<file path="config.mk">
export PLATFORM = sky130hd
export DESIGN_NAME = output_pin_remap_regs
export DESIGN_NICKNAME = d
export VERILOG_FILES = /design/src/rtl/remap_pkg.sv /design/src/rtl/sel_if.sv /design/src/rtl/pin_route.sv /design/src/rtl/output_pin_remap_regs.sv
export SDC_FILE = /design/constraint.sdc
export NUM_CORES = 1
export LEC_CHECK = 0
export ABC_AREA = 1
export BUFFER_PORTS_ARGS = -buffer_cell sky130_fd_sc_hd__buf_2
export CAP_MARGIN = 20
export CORE_UTILIZATION = 50
export DETAILED_ROUTE_END_ITERATION = 10
export GPL_ROUTABILITY_DRIVEN = 0
export PLACE_DENSITY_LB_ADDON = 0.3
export SETUP_SLACK_MARGIN = 0.5
export SLEW_MARGIN = 20
export SYNTH_ARGS = -nofsm -noshare
export SYNTH_HDL_FRONTEND = slang
export SYNTH_HIERARCHICAL = 1
export SYNTH_SLANG_ARGS = --single-unit
</file>
<file path="constraint.sdc">
create_clock -name clk -period 1.7 [get_ports clk]
set_input_delay 0.085 -clock clk [delete_from_list [all_inputs] [get_ports clk]]
set_output_delay 0.085 -clock clk [all_outputs]
set_load 0.005 [all_outputs]
</file>
<file path="src/rtl/remap_pkg.sv">
/*
 * Constants for the output pin remap register block: register offsets,
 * field positions, reset values and widths.
 * Assumes a 16-bit register port with fixed word offsets.
 */
// How it works
// - Seventeen remap registers: nine input, eight output.
// - Remap contents change only while lock is clear.
// - Register 11 bits 12-8 select pin 23.
// - Register 11 bits 4-0 select pin 22.
// - Register 12 bits 12-8 select pin 25.
// - Register 12 bits 4-0 select pin 24.
// - Bits 15-13 and 7-5 read zero, ignore writes.
// - Selector bits read/write, zero after reset.
package remap_pkg;
    localparam int unsigned ADDR_W = 12;
    localparam int unsigned DATA_W = 16;
    localparam int unsigned SEL_W = 5;
    localparam int unsigned PIN_N = 4;
    localparam int unsigned FUNC_N = 32;
    localparam int unsigned IN_REG_N = 9;
    localparam int unsigned OUT_REG_N = 8;
    localparam logic [ADDR_W-1:0] OUT_REMAP_22_23_OFS = 12'h6d6;
    localparam logic [ADDR_W-1:0] OUT_REMAP_24_25_OFS = 12'h6d8;
    localparam int unsigned LO_SEL_LSB = 0;
    localparam int unsigned HI_SEL_LSB = 8;
    localparam logic [SEL_W-1:0] SEL_RESET = 5'h00;
    localparam logic [SEL_W-1:0] SEL_PORT = 5'h00;
    localparam logic [DATA_W-1:0] READ_UNMAPPED = 16'h0000;
endpackage

</file>
<file path="src/rtl/sel_if.sv">
/*
 * Interface carrying the four pin selectors from the register file
 * to the routing module.
 * Assumes both ends sit on the same clock.
 */
`timescale 1ns/1ps
interface sel_if;
    logic [remap_pkg::SEL_W-1:0] sel [remap_pkg::PIN_N];
    modport regs (output sel);
    modport route (input sel);
endinterface

</file>
<file path="src/rtl/pin_route.sv">
/*
 * Per-pin output multiplexer: picks a peripheral function output or the
 * ordinary port latch depending on the selector.
 * Assumes function outputs are on the same clock as the selectors.
 */
`timescale 1ns/1ps
module pin_route (
    input wire logic clk,
    input wire logic reset,
    input wire logic clk_en,
    sel_if.route sel_in,
    input wire logic [remap_pkg::FUNC_N-1:0] func_out,
    input wire logic [remap_pkg::FUNC_N-1:0] func_oe,
    input wire logic [remap_pkg::PIN_N-1:0] port_out,
    input wire logic [remap_pkg::PIN_N-1:0] port_oe,
    output logic [remap_pkg::PIN_N-1:0] pin_out_ff,
    output logic [remap_pkg::PIN_N-1:0] pin_oe_ff
);
    genvar i;
    generate
        for (i = 0; i < remap_pkg::PIN_N; i++) begin : g_pin
            always_ff @(posedge clk) begin
                if (reset) begin
                    pin_out_ff[i] <= 1'b0;
                    pin_oe_ff[i] <= 1'b0;
                end else if (clk_en) begin
                    if (sel_in.sel[i] == remap_pkg::SEL_PORT) begin
                        pin_out_ff[i] <= port_out[i];
                        pin_oe_ff[i] <= port_oe[i];
                    end else begin
                        pin_out_ff[i] <= func_out[sel_in.sel[i]];
                        pin_oe_ff[i] <= func_oe[sel_in.sel[i]];
                    end
                end
            end
            a_route_port: assert property (@(posedge clk) disable iff (reset)
                clk_en && sel_in.sel[i] == remap_pkg::SEL_PORT
                |=> pin_out_ff[i] == $past(port_out[i]))
                else $error("port value not routed for zero selector");
            a_route_func: assert property (@(posedge clk) disable iff (reset)
                clk_en && sel_in.sel[i] != remap_pkg::SEL_PORT
                |=> pin_oe_ff[i] == $past(func_oe[sel_in.sel[i]]))
                else $error("function enable not routed");
        end
    endgenerate
endmodule

</file>
<file path="src/rtl/output_pin_remap_regs.sv">
/*
 * Output remap registers for remappable pins 22 to 25, with lock gating
 * and pin routing.
 * Assumes remap_lock comes from oscillator control logic on clk; the
 * other fifteen remap registers live elsewhere.
 */
`timescale 1ns/1ps
module output_pin_remap_regs (
    input wire logic clk,
    input wire logic reset,
    input wire logic clk_en,
    input wire logic [remap_pkg::ADDR_W-1:0] addr,
    input wire logic [remap_pkg::DATA_W-1:0] wdata,
    input wire logic wr_stb,
    input wire logic rd_stb,
    output logic [remap_pkg::DATA_W-1:0] rdata_ff,
    input wire logic remap_lock,
    input wire logic [remap_pkg::FUNC_N-1:0] func_out,
    input wire logic [remap_pkg::FUNC_N-1:0] func_oe,
    input wire logic [remap_pkg::PIN_N-1:0] port_out,
    input wire logic [remap_pkg::PIN_N-1:0] port_oe,
    output logic [remap_pkg::PIN_N-1:0] pin_out_ff,
    output logic [remap_pkg::PIN_N-1:0] pin_oe_ff
);
    logic [remap_pkg::SEL_W-1:0] pin_twentytwo_function_sel_ff;
    logic [remap_pkg::SEL_W-1:0] pin_twentythree_function_sel_ff;
    logic [remap_pkg::SEL_W-1:0] pin_twentyfour_function_sel_ff;
    logic [remap_pkg::SEL_W-1:0] pin_twentyfive_function_sel_ff;
    logic wr_ok;
    logic hit_22_23;
    logic hit_24_25;
    logic [remap_pkg::DATA_W-1:0] nxt_rdata;
    sel_if sel_bus ();

    // Only output registers 11 and 12 decode here; the rest live elsewhere
    assign hit_22_23 = (addr == remap_pkg::OUT_REMAP_22_23_OFS);
    assign hit_24_25 = (addr == remap_pkg::OUT_REMAP_24_25_OFS);
    // Lock is a same-clock level; a set lock drops the write silently
    assign wr_ok = wr_stb && !remap_lock;

    always_ff @(posedge clk) begin
        if (reset) begin
            pin_twentytwo_function_sel_ff <= remap_pkg::SEL_RESET;
            pin_twentythree_function_sel_ff <= remap_pkg::SEL_RESET;
        end else if (clk_en && wr_ok && hit_22_23) begin
            pin_twentytwo_function_sel_ff <= wdata[remap_pkg::LO_SEL_LSB +:
                remap_pkg::SEL_W];
            pin_twentythree_function_sel_ff <= wdata[remap_pkg::HI_SEL_LSB +:
                remap_pkg::SEL_W];
        end
    end

    always_ff @(posedge clk) begin
        if (reset) begin
            pin_twentyfour_function_sel_ff <= remap_pkg::SEL_RESET;
            pin_twentyfive_function_sel_ff <= remap_pkg::SEL_RESET;
        end else if (clk_en && wr_ok && hit_24_25) begin
            pin_twentyfour_function_sel_ff <= wdata[remap_pkg::LO_SEL_LSB +:
                remap_pkg::SEL_W];
            pin_twentyfive_function_sel_ff <= wdata[remap_pkg::HI_SEL_LSB +:
                remap_pkg::SEL_W];
        end
    end

    // Unimplemented bits are simply never stored, so they read zero
    always_comb begin
        nxt_rdata = remap_pkg::READ_UNMAPPED;
        if (hit_22_23) begin
            nxt_rdata[remap_pkg::LO_SEL_LSB +: remap_pkg::SEL_W] =
                pin_twentytwo_function_sel_ff;
            nxt_rdata[remap_pkg::HI_SEL_LSB +: remap_pkg::SEL_W] =
                pin_twentythree_function_sel_ff;
        end else if (hit_24_25) begin
            nxt_rdata[remap_pkg::LO_SEL_LSB +: remap_pkg::SEL_W] =
                pin_twentyfour_function_sel_ff;
            nxt_rdata[remap_pkg::HI_SEL_LSB +: remap_pkg::SEL_W] =
                pin_twentyfive_function_sel_ff;
        end
    end

    // Read data stand only in the cycle after the strobe
    always_ff @(posedge clk) begin
        if (reset) begin
            rdata_ff <= remap_pkg::READ_UNMAPPED;
        end else if (clk_en) begin
            rdata_ff <= rd_stb ? nxt_rdata : remap_pkg::READ_UNMAPPED;
        end
    end

    assign sel_bus.sel[0] = pin_twentytwo_function_sel_ff;
    assign sel_bus.sel[1] = pin_twentythree_function_sel_ff;
    assign sel_bus.sel[2] = pin_twentyfour_function_sel_ff;
    assign sel_bus.sel[3] = pin_twentyfive_function_sel_ff;

    pin_route u_route (
        .clk(clk),
        .reset(reset),
        .clk_en(clk_en),
        .sel_in(sel_bus.route),
        .func_out(func_out),
        .func_oe(func_oe),
        .port_out(port_out),
        .port_oe(port_oe),
        .pin_out_ff(pin_out_ff),
        .pin_oe_ff(pin_oe_ff)
    );

    a_lock_holds: assert property (@(posedge clk) disable iff (reset)
        remap_lock && wr_stb |=> $stable(pin_twentytwo_function_sel_ff)
        && $stable(pin_twentyfive_function_sel_ff))
        else $error("selector changed while locked");
    a_lock_clear_wr: assert property (@(posedge clk) disable iff (reset)
        !remap_lock && wr_stb && clk_en && hit_22_23
        |=> pin_twentythree_function_sel_ff == $past(wdata[12:8]))
        else $error("unlocked write not taken");
    a_sel_23_field: assert property (@(posedge clk) disable iff (reset)
        rd_stb && clk_en && hit_22_23 |=>
        rdata_ff[12:8] == $past(pin_twentythree_function_sel_ff))
        else $error("pin 23 field misplaced");
    a_sel_22_field: assert property (@(posedge clk) disable iff (reset)
        wr_ok && clk_en && hit_22_23
        |=> pin_twentytwo_function_sel_ff == $past(wdata[4:0]))
        else $error("pin 22 field misplaced");
    a_sel_25_field: assert property (@(posedge clk) disable iff (reset)
        wr_ok && clk_en && hit_24_25
        |=> pin_twentyfive_function_sel_ff == $past(wdata[12:8]))
        else $error("pin 25 field misplaced");
    a_sel_24_field: assert property (@(posedge clk) disable iff (reset)
        wr_ok && clk_en && hit_24_25 ##1 rd_stb && clk_en && hit_24_25
        |=> rdata_ff[4:0] == $past(wdata[4:0], 2))
        else $error("pin 24 readback wrong");
    a_unused_zero: assert property (@(posedge clk) disable iff (reset)
        rdata_ff[15:13] == 3'h0 && rdata_ff[7:5] == 3'h0)
        else $error("unimplemented bits not zero");
    a_reset_zero: assert property (@(posedge clk)
        $past(reset) |-> pin_twentyfour_function_sel_ff == 5'h00
        && rdata_ff == 16'h0000)
        else $error("reset value not zero");

    // Every selector clears on reset, whatever the clock enable does
    a_reset_sel_22: assert property (@(posedge clk)
        $past(reset) |-> pin_twentytwo_function_sel_ff == 5'h00)
        else $error("pin 22 selector not zero after reset");

    a_reset_sel_23: assert property (@(posedge clk)
        $past(reset) |-> pin_twentythree_function_sel_ff == 5'h00)
        else $error("pin 23 selector not zero after reset");

    a_reset_sel_25: assert property (@(posedge clk)
        $past(reset) |-> pin_twentyfive_function_sel_ff == 5'h00)
        else $error("pin 25 selector not zero after reset");

    a_reset_pin_out: assert property (@(posedge clk)
        $past(reset) |-> pin_out_ff == 4'h0)
        else $error("pin levels not zero after reset");

    a_reset_pin_oe: assert property (@(posedge clk)
        $past(reset) |-> pin_oe_ff == 4'h0)
        else $error("pin enables not zero after reset");

    // Lock must hold each selector on its own, not just the pair checked
    a_lock_hold_22: assert property (@(posedge clk) disable iff (reset)
        remap_lock && wr_stb
        |=> $stable(pin_twentytwo_function_sel_ff))
        else $error("pin 22 selector changed while locked");

    a_lock_hold_23: assert property (@(posedge clk) disable iff (reset)
        remap_lock && wr_stb
        |=> $stable(pin_twentythree_function_sel_ff))
        else $error("pin 23 selector changed while locked");

    a_lock_hold_24: assert property (@(posedge clk) disable iff (reset)
        remap_lock && wr_stb
        |=> $stable(pin_twentyfour_function_sel_ff))
        else $error("pin 24 selector changed while locked");

    a_lock_hold_25: assert property (@(posedge clk) disable iff (reset)
        remap_lock && wr_stb
        |=> $stable(pin_twentyfive_function_sel_ff))
        else $error("pin 25 selector changed while locked");

    a_sel_24_write: assert property (@(posedge clk) disable iff (reset)
        wr_ok && clk_en && hit_24_25
        |=> pin_twentyfour_function_sel_ff == $past(wdata[4:0]))
        else $error("pin 24 write not taken");

    // A write to the other register must not disturb this pair
    a_miss_keep_lo: assert property (@(posedge clk) disable iff (reset)
        wr_stb && !hit_22_23 |=> $stable(pin_twentytwo_function_sel_ff)
        && $stable(pin_twentythree_function_sel_ff))
        else $error("pins 22/23 changed by foreign write");

    a_miss_keep_hi: assert property (@(posedge clk) disable iff (reset)
        wr_stb && !hit_24_25 |=> $stable(pin_twentyfour_function_sel_ff)
        && $stable(pin_twentyfive_function_sel_ff))
        else $error("pins 24/25 changed by foreign write");

    a_rd_no_write: assert property (@(posedge clk) disable iff (reset)
        !wr_stb |=> $stable(pin_twentytwo_function_sel_ff)
        && $stable(pin_twentythree_function_sel_ff)
        && $stable(pin_twentyfour_function_sel_ff)
        && $stable(pin_twentyfive_function_sel_ff))
        else $error("selector changed without a write");

    // Low clock enable freezes every piece of state
    a_freeze_sel_22: assert property (@(posedge clk) disable iff (reset)
        !clk_en |=> $stable(pin_twentytwo_function_sel_ff))
        else $error("pin 22 selector moved with enable low");

    a_freeze_sel_23: assert property (@(posedge clk) disable iff (reset)
        !clk_en |=> $stable(pin_twentythree_function_sel_ff))
        else $error("pin 23 selector moved with enable low");

    a_freeze_sel_24: assert property (@(posedge clk) disable iff (reset)
        !clk_en |=> $stable(pin_twentyfour_function_sel_ff))
        else $error("pin 24 selector moved with enable low");

    a_freeze_sel_25: assert property (@(posedge clk) disable iff (reset)
        !clk_en |=> $stable(pin_twentyfive_function_sel_ff))
        else $error("pin 25 selector moved with enable low");

    a_freeze_rdata: assert property (@(posedge clk) disable iff (reset)
        !clk_en |=> $stable(rdata_ff))
        else $error("read data moved with enable low");

    a_freeze_pin_out: assert property (@(posedge clk) disable iff (reset)
        !clk_en |=> $stable(pin_out_ff))
        else $error("pin levels moved with enable low");

    a_freeze_pin_oe: assert property (@(posedge clk) disable iff (reset)
        !clk_en |=> $stable(pin_oe_ff))
        else $error("pin enables moved with enable low");

    // Readback of every field, not only the pin 23 one
    a_rd_sel_22: assert property (@(posedge clk) disable iff (reset)
        rd_stb && clk_en && hit_22_23
        |=> rdata_ff[4:0] == $past(pin_twentytwo_function_sel_ff))
        else $error("pin 22 readback wrong");

    a_rd_sel_24: assert property (@(posedge clk) disable iff (reset)
        rd_stb && clk_en && hit_24_25
        |=> rdata_ff[4:0] == $past(pin_twentyfour_function_sel_ff))
        else $error("pin 24 field misplaced");

    a_rd_sel_25: assert property (@(posedge clk) disable iff (reset)
        rd_stb && clk_en && hit_24_25
        |=> rdata_ff[12:8] == $past(pin_twentyfive_function_sel_ff))
        else $error("pin 25 readback wrong");

    a_rd_unmapped: assert property (@(posedge clk) disable iff (reset)
        rd_stb && clk_en && !hit_22_23 && !hit_24_25
        |=> rdata_ff == remap_pkg::READ_UNMAPPED)
        else $error("unmapped read not zero");

    // Read data stand for one cycle only; otherwise the bus idles at zero
    a_rd_idle_zero: assert property (@(posedge clk) disable iff (reset)
        clk_en && !rd_stb |=> rdata_ff == remap_pkg::READ_UNMAPPED)
        else $error("read data outside read cycle");

    // Each pin follows its own named selector register
    a_pin_22_route: assert property (@(posedge clk) disable iff (reset)
        clk_en |=> pin_out_ff[0] == $past(
        pin_twentytwo_function_sel_ff == remap_pkg::SEL_PORT ?
        port_out[0] : func_out[pin_twentytwo_function_sel_ff]))
        else $error("pin 22 level misrouted");

    a_pin_23_route: assert property (@(posedge clk) disable iff (reset)
        clk_en |=> pin_out_ff[1] == $past(
        pin_twentythree_function_sel_ff == remap_pkg::SEL_PORT ?
        port_out[1] : func_out[pin_twentythree_function_sel_ff]))
        else $error("pin 23 level misrouted");

    a_pin_24_route: assert property (@(posedge clk) disable iff (reset)
        clk_en |=> pin_oe_ff[2] == $past(
        pin_twentyfour_function_sel_ff == remap_pkg::SEL_PORT ?
        port_oe[2] : func_oe[pin_twentyfour_function_sel_ff]))
        else $error("pin 24 enable misrouted");

    a_pin_25_route: assert property (@(posedge clk) disable iff (reset)
        clk_en |=> pin_oe_ff[3] == $past(
        pin_twentyfive_function_sel_ff == remap_pkg::SEL_PORT ?
        port_oe[3] : func_oe[pin_twentyfive_function_sel_ff]))
        else $error("pin 25 enable misrouted");
endmodule

</file>
# --- Word-level counts from Yosys, hierarchy flattened ---
# Index checks and enable logic that the tools add are counted.
word_totals:
  ramBits: 0
  mem_bits_ro: 0
  inputBits: 106
  n_memories: 0
  latch_bits: 0
  regBits: 44
  elab_cells: 57
  output_inout_bits: 24
classes:
  n_mul: 0
  n_addsub: 0
  n_mux: 29
  n_reduce_logical: 9
  div_mod_pow: 0
  n_lt_le_gt_ge: 4
  bitwise_logic: 0
  n_eq_ne: 2
  n_shift: 0
ops:
  columns: ["op", "count"]
  rows:
  - ["$bmux W1 S5", 8]
  - ["$eq A12 B11 Y1 const B", 2]
  - ["$lt A5 B6 Y1 const B", 4]
  - ["$logic_not A5 Y1", 4]
  - ["$mux W5", 4]
  - ["$mux W1", 16]
  - ["$mux W13", 1]
  - ["$logic_and A1 B1 Y1", 4]
  - ["$logic_not A1 Y1", 1]

# --- Logic depth before layout (Yosys ltp) ---
# Gate-level depths: netlist (run 1).
depth:
  depth_word: 4
  depth_mapped: 13
  ltp_nobuf: 11

# --- Modules after synthesis ---
# Netlist (run 1), hierarchy kept.
modules_own_cells:
  columns: ["mod", "seq_area_each_um2", "area_each_um2", "cells_each", "n_inst"]
  rows:
  - ["pin_route", 160.2, 3151.8, 626, 1]
  - ["output_pin_remap_regs", 600.6, 1462.7, 225, 1]

# --- Least setup slack after synthesis (run 1) ---
# Ideal clock, no wire load.
synth_path:
  kind: "reg2reg"
  startpoint: "register pin_twentyfive_function_sel_ff[1] (netlist bit)"
  endpoint: "register u_route/pin_out_ff[3] (netlist bit)"
  setup_ns: 0.114
  synth_period_minus_slack_ns: 1.321
  n_path_buf: 1
  arrival_time_ns: 1.207
  stages_incl_launch_ff: 13
  required_time_ns: 1.586
  slack_ns: 0.379
  path_cell_list: "dfxtp_1 > buf_4 > inv_4 > nor2_8 > nand2_1 > a21oi_1 > nor2_1 > nand2_1 > nand2_1 > nand2_1 > nand3_1 > nand2_1 > a21oi_2"
synth_between:
  elab_chain_len: 3
  elab_cells_between_ends: 4
  classes_between: "mux (3); reduce/logical (1)"
synth_rtl:
  columns: ["item", "line", "source"]
  rows:
  - ["start, declared", "output_pin_remap_regs.sv:28", "logic [remap_pkg::SEL_W-1:0] pin_twentyfive_function_sel_ff;"]
  - ["start signal, assigned", "output_pin_remap_regs.sv:56", "pin_twentyfive_function_sel_ff <= remap_pkg::SEL_RESET;"]
  - ["start signal, assigned", "output_pin_remap_regs.sv:60", "pin_twentyfive_function_sel_ff <= wdata[remap_pkg::HI_SEL_LSB +:"]
  - ["$bmux W1 S5", "pin_route.sv:31", "pin_out_ff[i] <= func_out[sel_in.sel[i]];"]
  - ["$mux W1 (implied by the code)", "pin_route.sv:31", null]
  - ["$mux W1 (*)", "pin_route.sv:27", "if (sel_in.sel[i] == remap_pkg::SEL_PORT) begin"]
  - ["end signal, assigned by index", "pin_route.sv:28", "pin_out_ff[i] <= port_out[i];"]
  - ["end signal, assigned by index", "pin_route.sv:31", null]
  - ["end, declared", "pin_route.sv:16", "output logic [remap_pkg::PIN_N-1:0] pin_out_ff,"]
# Mark *: on every way between the ends. The rest lies on a longest branch, timed or not. The select of a mux whose other input is x is not followed.
# A chain may end at the register's enable or synchronous reset.

# --- Worst setup path after layout (run 1) ---
layout_path:
  startpoint: "register pin_twentyfive_function_sel_ff[0] (netlist bit)"
  endpoint: "register u_route/pin_out_ff[3] (netlist bit)"
# Same word-level chain as after synthesis.

==> impl_metrics.toml, run 1 <==
[clocking]
insertion_delay_ps = 300
cts-htree-levels = 2
holdBufCountCts = 0
cts_tree = "yes"
cts_max_path_buffers = 2
numCtsBuffers = 5
clkSlewWorstSetupHoldPaths_ps = 80
cts.sinks = 38
cts-root-buf = "clkbuf_8"

[synthesis]
synth-seq-area-share = 0.165
synth_top_area_share = 0.219
netlist_instances = 851
yosys_warnings = 6
yosysTopAreaCell = "nand2_1"
syn_area_per_cell_um2 = 5.42
yosys_register_bits = 38
synth_area_leaders = "nand2_1, dfxtp_1, nand3_1, nor2_1, a21oi_1"
synth_area_um2 = 4610
yosysUniqueCellTypes = 30

[drt]
drtAntennaViolNets = 0
drt_iter0_markers = 1118
vias = 6374
via_per_inst = 5.95
routed_wl_um = 17800
wl_per_cell_um = 16.6
drt_pass1_iterations = 11
drc_errors = 9

[worst_setup_path]
r2r_cells = 12
crit_type = "reg -> reg"
required_ps = 1940
critPathCaptureType = "flop"
arrival_ps = 1810
cp_max_fo = 6
start_kind = "flop"

[sta]
hold_violations = 0
fmax_ghz = 0.636
fin_setup_tns_ps = 0
finClkSkew_ps = 4.97
period_share = 0.925
finalSetupViolCount = 0
period_minus_slack_ps = 1570
fin_ws_ps = 127
max_slew_margin = 0.558
worst_slew_pin_slew_ps = 662
maxSlewViolCount = 0
rsz0062_at_grt = "true"

[floorplanning]
die_h_um = 98.1
die_w_um = 98.1
ios = 130
rows = 34
dieArea_um2 = 9620
floorplan.core_area_um2 = 8850
initial_core_util = 0.521

[global_route]
grt_max_degree = 41
grt.total_usage = 0.366
grt_overflow = 0
antenna_found_initial = 0
first_global_vias = 5705
grt_pass1_wl_um = 28000

[final_layout]
layout_commonest_cell = "nand2_1"
fin_nets = 1069
syn2layout_area_growth_pct = 26.0
layout-drive-gt1-share = 0.255
mostFrequentLayoutCells = "nand2_1, nand3_1, buf_2, nor2_1, inv_1"
n_antenna_cell = 0

[worst_hold_path]
hp-class = "in -> reg"
holdPathStages = 5

[pwr]
p_leak_nw = 2.75
p_per_area_nw_per_um2 = 399
vdd_drop_max_mv = 0.515

[status]
status = "finished, violations left"
violations = "design-rule violations"

[placed_design]
numPortBuffers = 117
dp_slack_ps = 142
dpl.hpwl_um = 11900

[job]
drv_cap = 0
[critical path, stage by stage (launching register included)]
cell	delay, ps
dfxtp_4	380
buf_12	150
clkbuf_16	160
nor2_1	40
nor2_1	100
o21ai_0	100
nand3_1	110
nand2_1	70
nand2_1	80
nand2_1	70
nand3_2	60
nand2_1	70
a21oi_2	100
[report_power, final]
group | internal [mW] | leakage [nW] | switching (mW)
logic | 0.190 | 2.36 | 0.278
clock network | 0.626 | 0.0714 | 0.333
registers | 0.890 | 0.316 | 0.00567
total | 1.71 | 2.75 | 0.616
[through the flow]
step	power (mW)	std cells	cell area, um2	hold WS [ps]	utilization
global route	2.43	1072	5810	124	0.657
detailed placement	1.36	1053	5210	402	0.589
floorplan	1.16	856	4710	147	-
CTS	2.30	1068	5650	91.6	0.638
global placement	1.36	1053	5210	395	0.589
finish	2.32	1072	5810	91.3	0.657
[metal layers]
layer | share of wire | up-vias | GRT usage | wire length [um]
met4 | 0.065 | 0 | 0.205 | 1150
met1 | 0.38 | 2746 | 0.488 | 6840
li1 | - | 2987 | - | -
met2 | 0.41 | 521 | 0.552 | 7330
met5 | 0 | - | 0 | 0
met3 | 0.14 | 120 | 0.0716 | 2480
[final cells by class]
type | instances | area [um2]
inverter | 78 | 343
multi-input combinational | 678 | 3240
fill | 835 | 3040
clock buffer | 6 | 82.6
timing repair buffer | 162 | 1160
tap | 108 | 135
clock inverter | 2 | 60.1
sequential | 38 | 792
[cells by family after synthesis]
group,share of synthesized area
flip-flops,0.165
AND/OR/NAND/NOR,0.476
other,0.000813
AO/OA/AOI/OAI,0.186
buffers and inverters,0.173
[worst paths after layout]
| kind | from | end | slack, ps |
|---|---|---|---|
| min | wdata[1] | pin_twentytwo_function_sel_ff[1]$_SDFFE_PP0P_ | 90 |
| max reg2reg | pin_twentyfive_function_sel_ff[0]$_SDFFE_PP0P_ | u_route/pin_out_ff[3]$_SDFFE_PP0P_ | 130 |
| min reg2reg | rdata_ff[12]$_SDFFE_PP0P_ | rdata_ff[12]$_SDFFE_PP0P_ | 460 |
| max | pin_twentyfive_function_sel_ff[0]$_SDFFE_PP0P_ | u_route/pin_out_ff[3]$_SDFFE_PP0P_ | 130 |
[Yosys cell counts (all sizes together)]
cell type  instances
nand4              3
a21oi             69
inv               77
clkinv             1
nor2              97
nor3               2
clkbuf             7
or2                1
dfxtp             38
o21ai             61
a41oi              2
conb               1
nand3            146
buf               55
a21boi             1
o211ai            20
nand2            270
[flip-flops by register name (all words and copies together), names as in the netlist]
| signal | cells |
|---|---|
| pin_twentyfive_function_sel_ff | 5 |
| pin_twentyfour_function_sel_ff | 5 |
| pin_twentythree_function_sel_ff | 5 |
| pin_twentytwo_function_sel_ff | 5 |
| rdata_ff | 10 |
| u_route/pin_oe_ff | 4 |
| u_route/pin_out_ff | 4 |
[timing repair]
item / in CTS / in global routing
buffers inserted: 3 / 2
endpoints found under the setup margin: 9 / 9
gates resized for setup: 50 / 35
pin swaps: 16 / 23
cloned: 4 / 2
Note: power is estimated with default switching activity, not from simulation.
==> inputs of run 2 (changes only) <==
CELL_PAD_IN_SITES_DETAIL_PLACEMENT = 0   (was not set)
CELL_PAD_IN_SITES_GLOBAL_PLACEMENT = 1   (was not set)
CORE_UTILIZATION = 35   (was 50)
==> run 2 against run 1 <==
Effect of this change:
- non-clock buffer count is 7 higher
- combinational power is 1% lower
- global-route usage is 8.0 points lower
- critical endpoint is now u_route/pin_oe_ff[2]$_SDFFE_PP0P_
- register-to-register slack better by 70 ps
- largest cell class unchanged
- the flow now finishes without violations
- clock-buffer cell count stayed put
- clock power is 11% higher
- die area is 42% higher
==> impl_metrics.toml, run 2 (same netlist as run 1, synthesis figures left out) <==
[status]
status = "completed"

[floorplanning]
die_w_um = 117
die_h_um = 117
rows = 41
dieArea_um2 = 13600
floorplan.core_area_um2 = 12700
ios = 130
initial_core_util = 0.363

[drt]
drt_iter0_markers = 590
drc_errors = 0
wl_per_cell_um = 16.9
vias = 6145
routed_wl_um = 19300
via_per_inst = 5.38
drtAntennaViolNets = 0
drt_pass1_iterations = 5

[final_layout]
fin_nets = 1076
fillerInstances = 1409
largest_reg_flops = 10
layout-drive-gt1-share = 0.245
mostFrequentLayoutCells = "nand2_1, nand3_1, buf_2, nor2_1, inv_1"
syn2layout_area_growth_pct = 27.9
n_antenna_cell = 0
stdcell_area_um2 = 5900
regMostFlops = "rdata_ff"
layout_commonest_cell = "nand2_1"

[pwr]
vdd_drop_max_mv = 0.435
p_leak_nw = 2.75
p_per_area_nw_per_um2 = 410

[job]
drv_cap = 0

[global_route]
grt.total_usage = 0.286
grt_max_degree = 33
grt_pass1_wl_um = 29600
met1_usage = 0.396
grt_overflow = 0
first_global_vias = 5533
grt-busiest-layer = "met2"
globalRouteMet3Util = 0.0319
met2_usage = 0.447
antenna_found_initial = 0

[clocking]
insertion_delay_ps = 280
numCtsBuffers = 5
cts_max_path_buffers = 2
holdBufCountCts = 0
clkSlewWorstSetupHoldPaths_ps = 60
cts_tree = "yes"
cts-htree-levels = 2
cts.sinks = 38
cts-root-buf = "clkbuf_16"

[worst_setup_path]
required_ps = 1870
start_kind = "flop"
r2r_cells = 10
cp_max_fo = 32
critPathCaptureType = "flop"
arrival_ps = 1670
crit_type = "reg -> reg"
r2r_slack_ps = 200

[worst_hold_path]
hp-class = "in -> reg"
holdPathStages = 5

[placed_design]
dpl.hpwl_um = 13600
numPortBuffers = 117
postPlaceCellArea_um2 = 5350

[sta]
rsz0062_at_grt = "true"
fmax_ghz = 0.665
period_minus_slack_ps = 1500
fin_setup_tns_ps = 0
maxSlewViolCount = 0
finalSetupViolCount = 0
hold_violations = 0
period_share = 0.885
worst_slew_pin_slew_ps = 646
max_slew_margin = 0.569
finClkSkew_ps = 8.15
run 2: layer usage:
layer | share of wire | wire, um | up-vias
met2 | 0.43 | 8310 | 344
met1 | 0.44 | 8530 | 2760
met4 | 0.036 | 690 | 0
met3 | 0.091 | 1760 | 44
met5 | 0 | 0 | -
li1 | - | - | 2997
run 2: what timing repair did:
action,CTS,global route
setup endpoints to repair,8,9
pin swaps,21,10
resized for setup,48,17
buffers inserted,5,0
hold endpoints to repair,0,0
gates cloned,5,0
run 2: through the flow:
| step | utilization | total power [mW] | hold slack [ps] | setup slack [ps] | std cells |
|---|---|---|---|---|---|
| 2_1_floorplan | - | 1.16 | 147 | 412 | 856 |
| 3_3_place_gp | 0.421 | 1.37 | 394 | 151 | 1125 |
| 3_5_place_dp | 0.421 | 1.37 | 405 | 153 | 1125 |
| 4_1_cts | 0.459 | 2.42 | 111 | 224 | 1143 |
| 5_1_grt | 0.464 | 2.52 | 142 | 124 | 1143 |
| 6_report | 0.464 | 2.42 | 109 | 196 | 1143 |
run 2: power by group:
group / switching (mW) / total (mW) / internal [mW]
logic: 0.274 / 0.462 / 0.188
registers: 0.00591 / 0.897 / 0.891
clock network: 0.370 / 1.06 / 0.693
total: 0.650 / 2.42 / 1.77
run 2: layout make-up:
type	instances	area (um2)	area share
well taps	172	215	0.0365
clock buffers	6	129	0.0218
flip-flops and latches	38	790	0.134
clock inverters	2	37.5	0.00636
multi-input cells	678	3200	0.542
inverters	78	333	0.0564
repair buffers	169	1200	0.203
run 2: worst paths after layout:
kind / startpoint / to
setup / recovery: pin_twentyfour_function_sel_ff[0]$_SDFFE_PP0P_ / u_route/pin_oe_ff[2]$_SDFFE_PP0P_
hold / removal: wdata[12] / pin_twentythree_function_sel_ff[4]$_SDFFE_PP0P_
setup reg to reg: pin_twentyfour_function_sel_ff[0]$_SDFFE_PP0P_ / u_route/pin_oe_ff[2]$_SDFFE_PP0P_
hold reg to reg: rdata_ff[9]$_SDFFE_PP0P_ / rdata_ff[9]$_SDFFE_PP0P_
run 2: worst max-delay path, stage by stage (launching register included):
cell	delay [ps]
dfxtp_4	420
inv_8	190
nand2_1	90
nand3_1	80
nand3_1	110
nand3_1	110
nand3_1	80
nand2_2	110
nand2_1	60
nand2_1	60
a21oi_1	50
